--- config.mk ---
export PLATFORM = sky130hd
export DESIGN_NAME = trajectory_load_and_start
export DESIGN_NICKNAME = d
export VERILOG_FILES = /design/src/traj_pkg.sv /design/src/pin_sync.sv /design/src/trajectory_load_and_start.sv
export SDC_FILE = /design/constraint.sdc
export NUM_CORES = 1
export LEC_CHECK = 0
export BUFFER_PORTS_ARGS = -buffer_cell sky130_fd_sc_hd__buf_2
export CORE_UTILIZATION = 51
export DETAILED_ROUTE_END_ITERATION = 12
export PLACE_DENSITY = 0.72
export SLEW_MARGIN = 5
export SYNTH_ARGS = -nofsm -noshare
export SYNTH_HDL_FRONTEND = slang
export SYNTH_SLANG_ARGS = --single-unit
--- constraint.sdc ---
create_clock -name clk -period 3.5 [get_ports clk]
set_input_delay 0.525 -clock clk [delete_from_list [all_inputs] [get_ports clk]]
set_output_delay 0.525 -clock clk [all_outputs]
set_load 0.01 [all_outputs]
--- src/traj_pkg.sv ---
// Constants, codes and state type of the trajectory load and start logic.
package traj_pkg;

   // Command codes written on the command port.
   localparam logic [7:0] LOAD_TRAJECTORY_CMD = 8'h1f;
   localparam logic [7:0] START_MOTION_CMD    = 8'h01;

   // Trajectory control word bit positions.
   localparam int CW_POS_REL   = 0;
   localparam int CW_POS_LD    = 1;
   localparam int CW_VEL_REL   = 2;
   localparam int CW_VEL_LD    = 3;
   localparam int CW_ACC_REL   = 4;
   localparam int CW_ACC_LD    = 5;
   localparam int CW_MOTOR_OFF = 8;
   localparam int CW_ABRUPT    = 9;
   localparam int CW_SMOOTH    = 10;
   localparam int CW_VEL_MODE  = 11;
   localparam int CW_FORWARD   = 12;

   // Parameter slots, in the order in which they arrive.
   localparam logic [1:0] SLOT_ACC = 2'h0;
   localparam logic [1:0] SLOT_VEL = 2'h1;
   localparam logic [1:0] SLOT_POS = 2'h2;
   localparam int NUM_PARAMS = 3;

   // Host-side pin vector layout after synchronisation.
   localparam int PIN_W    = 11;
   localparam int PIN_CS   = 10;
   localparam int PIN_PS   = 9;
   localparam int PIN_WR   = 8;

   // Busy time after a command byte or a completed data word.
   localparam int CLK_PERIOD_NS = 100;
   localparam int BUSY_TIME_NS  = 400;
   localparam int BUSY_CYCLES   =
      (BUSY_TIME_NS + CLK_PERIOD_NS - 1) / CLK_PERIOD_NS;
   localparam logic [2:0] BUSY_LOAD = 3'(BUSY_CYCLES);

   typedef enum logic [1:0] {
      S_IDLE    = 2'b00,
      S_CTRL_HI = 2'b01,
      S_CTRL_LO = 2'b10,
      S_PARAM   = 2'b11
   } seq_state_t;

endpackage

--- src/pin_sync.sv ---
// Two-stage synchroniser for the asynchronous host pins.
`timescale 1ns/10ps
`default_nettype none
module pin_sync #(
   parameter int WIDTH = 8
) (
   // Clock and reset.
   input  wire logic             clk,
   input  wire logic             rst_n,
   // Raw pins and synchronised copy.
   input  wire logic [WIDTH-1:0] pins_async,
   output logic      [WIDTH-1:0] pins_sync
);
   logic [WIDTH-1:0] meta_q;
   logic [WIDTH-1:0] sync_q;

   genvar i;
   generate
      for (i = 0; i < WIDTH; i++) begin : g_bit
         always_ff @(posedge clk) begin
            if (!rst_n) begin
               meta_q[i] <= 1'b1;
               sync_q[i] <= 1'b1;
            end else begin
               meta_q[i] <= pins_async[i];
               sync_q[i] <= meta_q[i];
            end
         end
      end
   endgenerate

   assign pins_sync = sync_q;
endmodule // pin_sync
`default_nettype wire

--- src/trajectory_load_and_start.sv ---
// Trajectory load and start command sequencer with buffers and working set.
//
// Notes on behaviour
// - Load order is command, two-byte control word, then data words.
// - Load command starts capture into buffers kept apart from working set.
// - First two data bytes after load form the control word, high first.
// - Upper control byte holds mode, velocity direction and stopping flags.
// - Lower control byte flags which parameters follow and if relative.
// - Each chosen parameter is two words, so zero to six words.
// - Upper control byte of zero selects position mode.
// - Lower byte 0a expects four words, velocity and position, absolute.
// - Velocity words come before position words, high word first.
// - Position words follow velocity, high word first, each high byte first.
// - Start command applies buffers loaded since the last start to working set and starts motion.
// - Buffered parameters do not affect motion before a start.
// - Before the first start, desired position tracks measured position.
// - Control bits eight to ten pick stopping mode for the next start.
// - Bit eight motor off, nine abrupt stop, ten smooth stop.
// - All three parameters reset to zero until loaded.
`timescale 1ns/10ps
`default_nettype none
module trajectory_load_and_start
   import traj_pkg::*;
(
   // Clock and reset.
   input  wire logic        clk,
   input  wire logic        rst_n,
   // Host command/data port pins.
   input  wire logic        cs_n,
   input  wire logic        ps_n,
   input  wire logic        wr_n,
   input  wire logic [7:0]  db_in,
   // Host status.
   output logic             busy_q,
   // Working trajectory set.
   output logic [31:0]      work_accel_q,
   output logic [31:0]      work_vel_q,
   output logic [31:0]      work_pos_q,
   output logic             velocity_mode_q,
   output logic             forward_q,
   // Motion control actions.
   output logic             track_actual_q,
   output logic             motion_start_q,
   output logic             abrupt_stop_q,
   output logic             smooth_stop_q
);
   logic [PIN_W-1:0] pins_s;
   logic [PIN_W-1:0] prev_q;
   logic             wr_evt;
   logic             cmd_acc;
   logic             data_acc;
   logic [7:0]       wr_byte;

   pin_sync #(.WIDTH(PIN_W)) u_sync (
      .clk        (clk),
      .rst_n      (rst_n),
      .pins_async ({cs_n, ps_n, wr_n, db_in}),
      .pins_sync  (pins_s)
   );

   // A write is taken when the strobe ends, using the bytes seen during it.
   always_ff @(posedge clk) begin
      if (!rst_n) begin
         prev_q <= '1;
      end else begin
         prev_q <= pins_s;
      end
   end

   assign wr_evt   = !prev_q[PIN_CS] && !prev_q[PIN_WR] &&
                     !(!pins_s[PIN_CS] && !pins_s[PIN_WR]);
   assign wr_byte  = prev_q[7:0];
   assign cmd_acc  = wr_evt && !busy_q && !prev_q[PIN_PS];
   assign data_acc = wr_evt && !busy_q && prev_q[PIN_PS];

   seq_state_t  state_q, state_d;
   logic [2:0]  busy_cnt_q, busy_cnt_d;
   logic        busy_d;
   logic [15:0] ctrl_q, ctrl_d;
   logic [7:0]  hold_q, hold_d;
   logic        byte_lo_q, byte_lo_d;
   logic        word_lo_q, word_lo_d;
   logic [2:0]  rem_q, rem_d;
   logic [2:0]  fresh_q, fresh_d;
   logic [31:0] buf_q [NUM_PARAMS];
   logic [31:0] buf_d [NUM_PARAMS];
   logic [31:0] work_accel_d, work_vel_d, work_pos_d;
   logic        velocity_mode_d, forward_d, track_actual_d;
   logic        motion_start_d, abrupt_stop_d, smooth_stop_d;
   logic [1:0]  slot;
   logic        start_acc;

   // Parameters arrive in slot order: acceleration, velocity, position.
   always_comb begin
      if (rem_q[SLOT_ACC]) begin
         slot = SLOT_ACC;
      end else if (rem_q[SLOT_VEL]) begin
         slot = SLOT_VEL;
      end else begin
         slot = SLOT_POS;
      end
   end

   assign start_acc = cmd_acc && (wr_byte == START_MOTION_CMD);

   always_comb begin
      state_d         = state_q;
      busy_cnt_d      = (busy_cnt_q != 3'h0) ? busy_cnt_q - 3'h1 : 3'h0;
      ctrl_d          = ctrl_q;
      hold_d          = hold_q;
      byte_lo_d       = byte_lo_q;
      word_lo_d       = word_lo_q;
      rem_d           = rem_q;
      fresh_d         = fresh_q;
      buf_d           = buf_q;
      work_accel_d    = work_accel_q;
      work_vel_d      = work_vel_q;
      work_pos_d      = work_pos_q;
      velocity_mode_d = velocity_mode_q;
      forward_d       = forward_q;
      track_actual_d  = track_actual_q;
      motion_start_d  = 1'b0;
      abrupt_stop_d   = 1'b0;
      smooth_stop_d   = 1'b0;
      if (cmd_acc) begin
         busy_cnt_d = BUSY_LOAD;
         state_d    = S_IDLE;
         if (wr_byte == LOAD_TRAJECTORY_CMD) begin
            state_d = S_CTRL_HI;
         end
      end
      // Only parameters loaded since the last start are applied again.
      if (start_acc) begin
         if (fresh_q[SLOT_ACC]) begin
            work_accel_d = ctrl_q[CW_ACC_REL] ?
               work_accel_q + buf_q[SLOT_ACC] : buf_q[SLOT_ACC];
         end
         if (fresh_q[SLOT_VEL]) begin
            work_vel_d = ctrl_q[CW_VEL_REL] ?
               work_vel_q + buf_q[SLOT_VEL] : buf_q[SLOT_VEL];
         end
         if (fresh_q[SLOT_POS]) begin
            work_pos_d = ctrl_q[CW_POS_REL] ?
               work_pos_q + buf_q[SLOT_POS] : buf_q[SLOT_POS];
         end
         fresh_d         = 3'h0;
         velocity_mode_d = ctrl_q[CW_VEL_MODE];
         forward_d       = ctrl_q[CW_FORWARD];
         track_actual_d  = ctrl_q[CW_MOTOR_OFF];
         abrupt_stop_d   = ctrl_q[CW_ABRUPT];
         smooth_stop_d   = ctrl_q[CW_SMOOTH];
         motion_start_d  = 1'b1;
      end
      if (data_acc) begin
         case (state_q)
            S_CTRL_HI: begin
               ctrl_d[15:8] = wr_byte;
               state_d      = S_CTRL_LO;
            end
            S_CTRL_LO: begin
               ctrl_d[7:0] = wr_byte;
               busy_cnt_d  = BUSY_LOAD;
               rem_d       = {wr_byte[CW_POS_LD], wr_byte[CW_VEL_LD],
                              wr_byte[CW_ACC_LD]};
               byte_lo_d   = 1'b0;
               word_lo_d   = 1'b0;
               state_d     = (rem_d != 3'h0) ? S_PARAM : S_IDLE;
            end
            S_PARAM: begin
               if (!byte_lo_q) begin
                  hold_d    = wr_byte;
                  byte_lo_d = 1'b1;
               end else begin
                  byte_lo_d  = 1'b0;
                  busy_cnt_d = BUSY_LOAD;
                  if (!word_lo_q) begin
                     buf_d[slot][31:16] = {hold_q, wr_byte};
                     word_lo_d          = 1'b1;
                  end else begin
                     buf_d[slot][15:0] = {hold_q, wr_byte};
                     word_lo_d         = 1'b0;
                     rem_d[slot]       = 1'b0;
                     fresh_d[slot]     = 1'b1;
                     if (rem_d == 3'h0) begin
                        state_d = S_IDLE;
                     end
                  end
               end
            end
            default: begin
               state_d = state_q;
            end
         endcase
      end
      busy_d = (busy_cnt_d != 3'h0);
   end

   always_ff @(posedge clk) begin
      if (!rst_n) begin
         state_q         <= S_IDLE;
         busy_cnt_q      <= 3'h0;
         busy_q          <= 1'b0;
         ctrl_q          <= 16'h0000;
         hold_q          <= 8'h00;
         byte_lo_q       <= 1'b0;
         word_lo_q       <= 1'b0;
         rem_q           <= 3'h0;
         fresh_q         <= 3'h0;
         for (int i = 0; i < NUM_PARAMS; i++) begin
            buf_q[i] <= 32'h0000_0000;
         end
         work_accel_q    <= 32'h0000_0000;
         work_vel_q      <= 32'h0000_0000;
         work_pos_q      <= 32'h0000_0000;
         velocity_mode_q <= 1'b0;
         forward_q       <= 1'b0;
         track_actual_q  <= 1'b1;
         motion_start_q  <= 1'b0;
         abrupt_stop_q   <= 1'b0;
         smooth_stop_q   <= 1'b0;
      end else begin
         state_q         <= state_d;
         busy_cnt_q      <= busy_cnt_d;
         busy_q          <= busy_d;
         ctrl_q          <= ctrl_d;
         hold_q          <= hold_d;
         byte_lo_q       <= byte_lo_d;
         word_lo_q       <= word_lo_d;
         rem_q           <= rem_d;
         fresh_q         <= fresh_d;
         buf_q           <= buf_d;
         work_accel_q    <= work_accel_d;
         work_vel_q      <= work_vel_d;
         work_pos_q      <= work_pos_d;
         velocity_mode_q <= velocity_mode_d;
         forward_q       <= forward_d;
         track_actual_q  <= track_actual_d;
         motion_start_q  <= motion_start_d;
         abrupt_stop_q   <= abrupt_stop_d;
         smooth_stop_q   <= smooth_stop_d;
      end
   end
endmodule // trajectory_load_and_start
`default_nettype wire
==> results of run 1 <==
==> state kept, by name, indices dropped and copies added, names as in the netlist <==
register          flops
smooth_stop_q         1
busy_cnt_q            3
work_pos_q           32
ctrl_q                8
forward_q             1
work_accel_q         32
state_q               2
abrupt_stop_q         1
buf_q                96
track_actual_q        1
hold_q                8
word_lo_q             1
work_vel_q           32
fresh_q               3
u_sync.meta_q        11
busy_q                1
prev_q               11
motion_start_q        1
byte_lo_q             1
u_sync.pins_sync     11
velocity_mode_q       1
rem_q                 3
==> worst max-delay path: stages (launching register included) <==
cell      delay [ns]
dfxtp_1         0.32
ha_1            0.22
fa_1            0.40
a21o_1          0.22
a31oi_1         0.17
o21bai_1        0.12
o31a_1          0.34
a41oi_2         0.33
or3_1           0.19
a31oi_1         0.13
nor4b_1         0.31
a41oi_1         0.07
a31oi_1         0.20
==> metrics by stage <==
step | instances | power, mW | setup slack, ns | instance area (um^2)
detailed placement | 2169 | 3.146 | 0.4083 | 15370
global placement | 2169 | 3.145 | 0.4444 | 15370
global route | 2225 | 6.613 | 0.1285 | 16440
finish | 2225 | 6.433 | 0.3916 | 16440
floorplan | 1749 | 3.113 | 0.6608 | 14490
CTS | 2225 | 6.478 | 0.3848 | 16440
==> layout by cell type, fill, tap and decap left out, types with 23 or more instances in the layout <==
cell / count
dfxtp_1: 258
xnor2_1: 59
nand2_1: 214
nand2b_1: 44
clkbuf_16: 31
a211oi_1: 67
nand3_1: 30
ha_1: 93
inv_1: 29
o21ai_0: 80
buf_4: 23
mux2i_1: 120
nor2_1: 183
a21oi_1: 196
a21o_1: 40
buf_2: 115
==> path summary, 6_finish.rpt <==
| path | startpoint | endpoint | slack [ns] | cells past startpoint |
|---|---|---|---|---|
| max | work_accel_q[0] | work_accel_q[28] | 0.39 | 12 |
| max reg2reg | work_accel_q[0] | work_accel_q[28] | 0.39 | 12 |
| min | db_in[3] | u_sync.meta_q[3] | 0.16 | 2 |
| min reg2reg | u_sync.meta_q[10] | u_sync.pins_sync[10] | 0.40 | 1 |
==> layer usage <==
layer  up-vias  share of wire  wire length (um)
li1       6409              -                 -
met1      6070           0.45             16960
met2       392           0.47             17870
met3        69          0.063              2391
met4         0          0.023               859
met5         -              0                 0
==> where the power goes <==
| group | switching, mW | leakage, nW | internal (mW) |
|---|---|---|---|
| combinational | 0.0644 | 4.03 | 0.0211 |
| clock | 1.28 | 0.513 | 2.07 |
| sequential | 0.00825 | 2.11 | 2.99 |
| total | 1.35 | 6.65 | 5.08 |
==> cells by family (layout without fill, tap and decap cells) <==
family	after synthesis	in the layout	share of synthesized area
flip-flops	261	261	0.3607
AO/OA/AOI/OAI	498	498	0.2141
multiplexers	120	120	0.08291
adder cells (fa/ha/maj)	96	96	0.08446
XOR/XNOR	79	79	0.04776
buffers and inverters	127	225	0.03325
AND/OR/NAND/NOR	568	568	0.1769
==> layout make-up <==
| class | count | area (um^2) | share of cell area |
|---|---|---|---|
| clock buffers | 41 | 853.3 | 0.05190 |
| well taps | 378 | 473.0 | 0.02877 |
| clock inverters | 15 | 214.0 | 0.01301 |
| repair buffers | 139 | 768.2 | 0.04673 |
| multi-input cells | 1361 | 8786 | 0.5344 |
| flip-flops and latches | 261 | 5229 | 0.3180 |
| inverters | 30 | 117.6 | 0.007154 |
==> results.sh, run 1 <==
export IMPL_ys_top_cells_by_area="dfxtp_1, mux2i_1, ha_1"
export IMPL_seq_area_frac_synth=0.3607
export IMPL_max_cap_viol_count=0
export IMPL_synth_flop_cell="dfxtp_1"
export IMPL_met2_usage=0.4424
export IMPL_gr_max_usage_layer="met2"
export IMPL_antenna_found_initial=0
export IMPL_area_growth_pct=13.48
export IMPL_place_congestion=0.9092
export IMPL_ant_nets=0
export IMPL_place_detailed_hpwl_um=26110
export IMPL_dieArea_um2=29090
export IMPL_fin_crit_sh=0.8881
export IMPL_wl_per_cell_um=17.12
export IMPL_drv_slew=0
export IMPL_nets=1933
export IMPL_syn_nets=1858
export IMPL_viasPerCell=5.816
export IMPL_drc=0
export IMPL_use_met3=0.03215
export IMPL_first_pass_iters=5
export IMPL_relSlewSlack=0.2533
export IMPL_clock_sinks=261
export IMPL_skew_ns=0.01747
export IMPL_path_class="reg2reg"
export IMPL_chipWidth_um=170.5
export IMPL_worstPathArrival_ns=3.59
export IMPL_critical_path_max_fanout=4
export IMPL_netlist_area_um2=14490
export IMPL_yosysMostFrequentCell="dfxtp_1"
export IMPL_synth_commonest_cells="dfxtp_1, nand2_1, a21oi_1, nor2_1, mux2i_1"
export IMPL_postCtsSetupBuffers=0
export IMPL_synth_top_cell_area_share=0.3607
export IMPL_grt_pass1_vias=11900
export IMPL_cts_buffers=31
export IMPL_drt_total_wl_um=38080
export IMPL_endpoint_kind="flop"
export IMPL_diodes=0
export IMPL_cts_root_buf="clkbuf_16"
export IMPL_htreeDepth=1
export IMPL_rsz0062_at_grt="false"
export IMPL_pin_count=116
export IMPL_leakagePower_nw=6.649
export IMPL_cts_tree="yes"
export IMPL_netlist_instances=1749
export IMPL_status="finished, final reports clean"
export IMPL_die_h_um=170.5
export IMPL_track_usage=0.2595
export IMPL_synthArstFlopShare=0
export IMPL_vias=12940
export IMPL_drive_above_1_share=0.1121
export IMPL_fillers=2523
export IMPL_hold_buffers=0
export IMPL_start_util=0.5201
export IMPL_grt_pass1_wl_um=60900
export IMPL_core_um2=27860
export IMPL_cts_path_max_buffers=3
export IMPL_yosys_area_top_type="dfxtp_1"
export IMPL_worstMarginPinSlew_ns=1.120
export IMPL_fmax_mhz=321.7
export IMPL_met1_usage=0.3414
export IMPL_required_ns=3.98
export IMPL_postSynthAreaPerCell_um2=8.283
export IMPL_cts_clk_slew_worst_paths_ns=0.06
export IMPL_ys_types=67
export IMPL_grt_ovfl_total=0
export IMPL_period_minus_slack_ns=3.108
export IMPL_port_buffers=115
export IMPL_ys_ff_latch=261
export IMPL_hp_class="in2reg"
export IMPL_core_rowCount=61
export IMPL_power_density_nw_per_um2=391.3
export IMPL_drt_iter0_markers=899
export IMPL_grt_start_max_net_pins=120
export IMPL_setup_tns_final_ns=0
export IMPL_ys_warn_count=0
export IMPL_synth_edf_count=0
export IMPL_post_route_util=0.5902
export IMPL_hold_worst_slack_ns=0.1552
export IMPL_ir_drop_mv=0.3874
export IMPL_setup_violations_final=0
export IMPL_start_kind="flop"
export IMPL_hold_viol=0
export IMPL_clk_latency_ns=0.56
export IMPL_cts_resized=0
(Power assumes the default switching activity.)
==> run 2: changes to the inputs <==
--- a/config.mk
+++ b/config.mk
@@ -8,7 +8,7 @@
 export BUFFER_PORTS_ARGS = -buffer_cell sky130_fd_sc_hd__buf_2
 export CORE_UTILIZATION = 51
 export DETAILED_ROUTE_END_ITERATION = 12
-export PLACE_DENSITY = 0.72
+export PLACE_DENSITY_LB_ADDON = 0.12
 export SLEW_MARGIN = 5
 export SYNTH_ARGS = -nofsm -noshare
 export SYNTH_HDL_FRONTEND = slang
==> run 2 against run 1 <==
Clock power barely moved; global-route usage rose by 0.25 points; non-clock buffer count rose by 2; die area did not move.
==> results.sh, run 2 (same netlist as run 1, synthesis figures left out) <==
export IMPL_status="finished, final reports clean"
export IMPL_fmax_mhz=317.8
export IMPL_grt_ovfl_total=0
export IMPL_core_um2=27860
export IMPL_grt_pass1_wl_um=61050
export IMPL_fillers=2530
export IMPL_multiInputGateArea_um2=8786
export IMPL_cts_resized=0
export IMPL_worstMarginPinSlew_ns=1.130
export IMPL_cts_clk_slew_worst_paths_ns=0.06
export IMPL_postCtsSetupBuffers=0
export IMPL_drt_iter0_markers=850
export IMPL_dieArea_um2=29090
export IMPL_place_congestion=0.9085
export IMPL_die_h_um=170.5
export IMPL_diodes=0
export IMPL_area_growth_pct=13.58
export IMPL_place_detailed_hpwl_um=26310
export IMPL_power_density_nw_per_um2=389.2
export IMPL_drv_slew=0
export IMPL_largest_reg_flops=96
export IMPL_start_kind="flop"
export IMPL_regArea_um2=5229
export IMPL_start_util=0.5201
export IMPL_layout_commonest_cell="dfxtp_1"
export IMPL_layout_setup_ws_ns=0.3532
export IMPL_vias=12740
export IMPL_pin_count=116
export IMPL_port_buffers=115
export IMPL_cts_root_buf="clkbuf_16"
export IMPL_htreeDepth=1
export IMPL_setup_tns_final_ns=0
export IMPL_setup_violations_final=0
export IMPL_worstPathArrival_ns=3.62
export IMPL_core_rowCount=61
export IMPL_reg2reg_slack_ns=0.35
export IMPL_drt_total_wl_um=38360
export IMPL_max_cap_viol_count=0
export IMPL_hold_buffers=0
export IMPL_cts_tree="yes"
export IMPL_clock_sinks=261
export IMPL_period_minus_slack_ns=3.147
export IMPL_hold_viol=0
export IMPL_cts_buffers=30
export IMPL_post_route_util=0.5907
export IMPL_endpoint_kind="flop"
export IMPL_mostFrequentLayoutCells="dfxtp_1, nand2_1, a21oi_1"
export IMPL_path_class="reg2reg"
export IMPL_clk_latency_ns=0.56
export IMPL_rsz0062_at_grt="false"
export IMPL_drive_above_1_share=0.1152
export IMPL_chipWidth_um=170.5
export IMPL_hp_class="in2reg"
export IMPL_drc=0
export IMPL_wl_per_cell_um=17.23
export IMPL_cts_path_max_buffers=3
export IMPL_ant_nets=0
export IMPL_first_pass_iters=5
export IMPL_required_ns=3.97
export IMPL_antenna_found_initial=0
export IMPL_viasPerCell=5.720
export IMPL_critical_path_max_fanout=4
export IMPL_nets=1934
export IMPL_grt_start_max_net_pins=83
export IMPL_ir_drop_mv=0.2786
export IMPL_top_register="buf_q"
export IMPL_grt_pass1_vias=11840
export IMPL_track_usage=0.2621
export IMPL_leakagePower_nw=6.666
export IMPL_relSlewSlack=0.2468
export IMPL_skew_ns=0.01610
export IMPL_fin_crit_sh=0.8991
export IMPL_post_place_ws_ns=0.3870
export IMPL_power_mw=6.405
[run 2: critical path, cell delays in order, from the launching register on]
cell      delay (ns)
dfxtp_1         0.33
ha_1            0.23
fa_1            0.41
a21o_1          0.22
a31oi_1         0.17
o21bai_1        0.12
o31a_1          0.34
a41oi_2         0.35
or3_1           0.18
a31oi_1         0.12
nor4b_1         0.31
a41oi_1         0.07
a31oi_1         0.21
[run 2: final timing paths]
kind / startpoint / cells past startpoint / to
setup reg to reg: work_accel_q[0] / 12 / work_accel_q[28]
hold reg to reg: u_sync.meta_q[3] / 1 / u_sync.pins_sync[3]
hold / removal: db_in[7] / 2 / u_sync.meta_q[7]
setup / recovery: work_accel_q[0] / 12 / work_accel_q[28]
[run 2: layout make-up]
cell class | count | share of cell area
Inverter | 30 | 0.007148
Timing Repair Buffer | 141 | 0.04760
Clock inverter | 18 | 0.01300
Sequential cell | 261 | 0.3178
Tap cell | 378 | 0.02874
Clock buffer | 38 | 0.05178
Multi-Input combinational cell | 1361 | 0.5340
[run 2: power breakdown]
group          switching, mW  total, mW  internal, mW
sequential           0.00827       2.99          2.99
combinational         0.0678     0.0897        0.0218
clock                   1.30       3.32          2.02
[run 2: metrics by stage]
step	hold WS, ns	area (um^2)	std cells
global route	0.1448	16450	2227
CTS	0.1290	16450	2227
floorplan	0.3863	14490	1749
finish	0.1533	16450	2227
detailed placement	0.3916	15390	2171
global placement	0.3944	15390	2171
[run 2: per-layer routing]
layer / routed length (um) / track usage
met1: 17760 / 0.3553
met2: 17420 / 0.4280
met3: 2127 / 0.03493
met4: 1052 / 0.08696
met5: 0 / 0
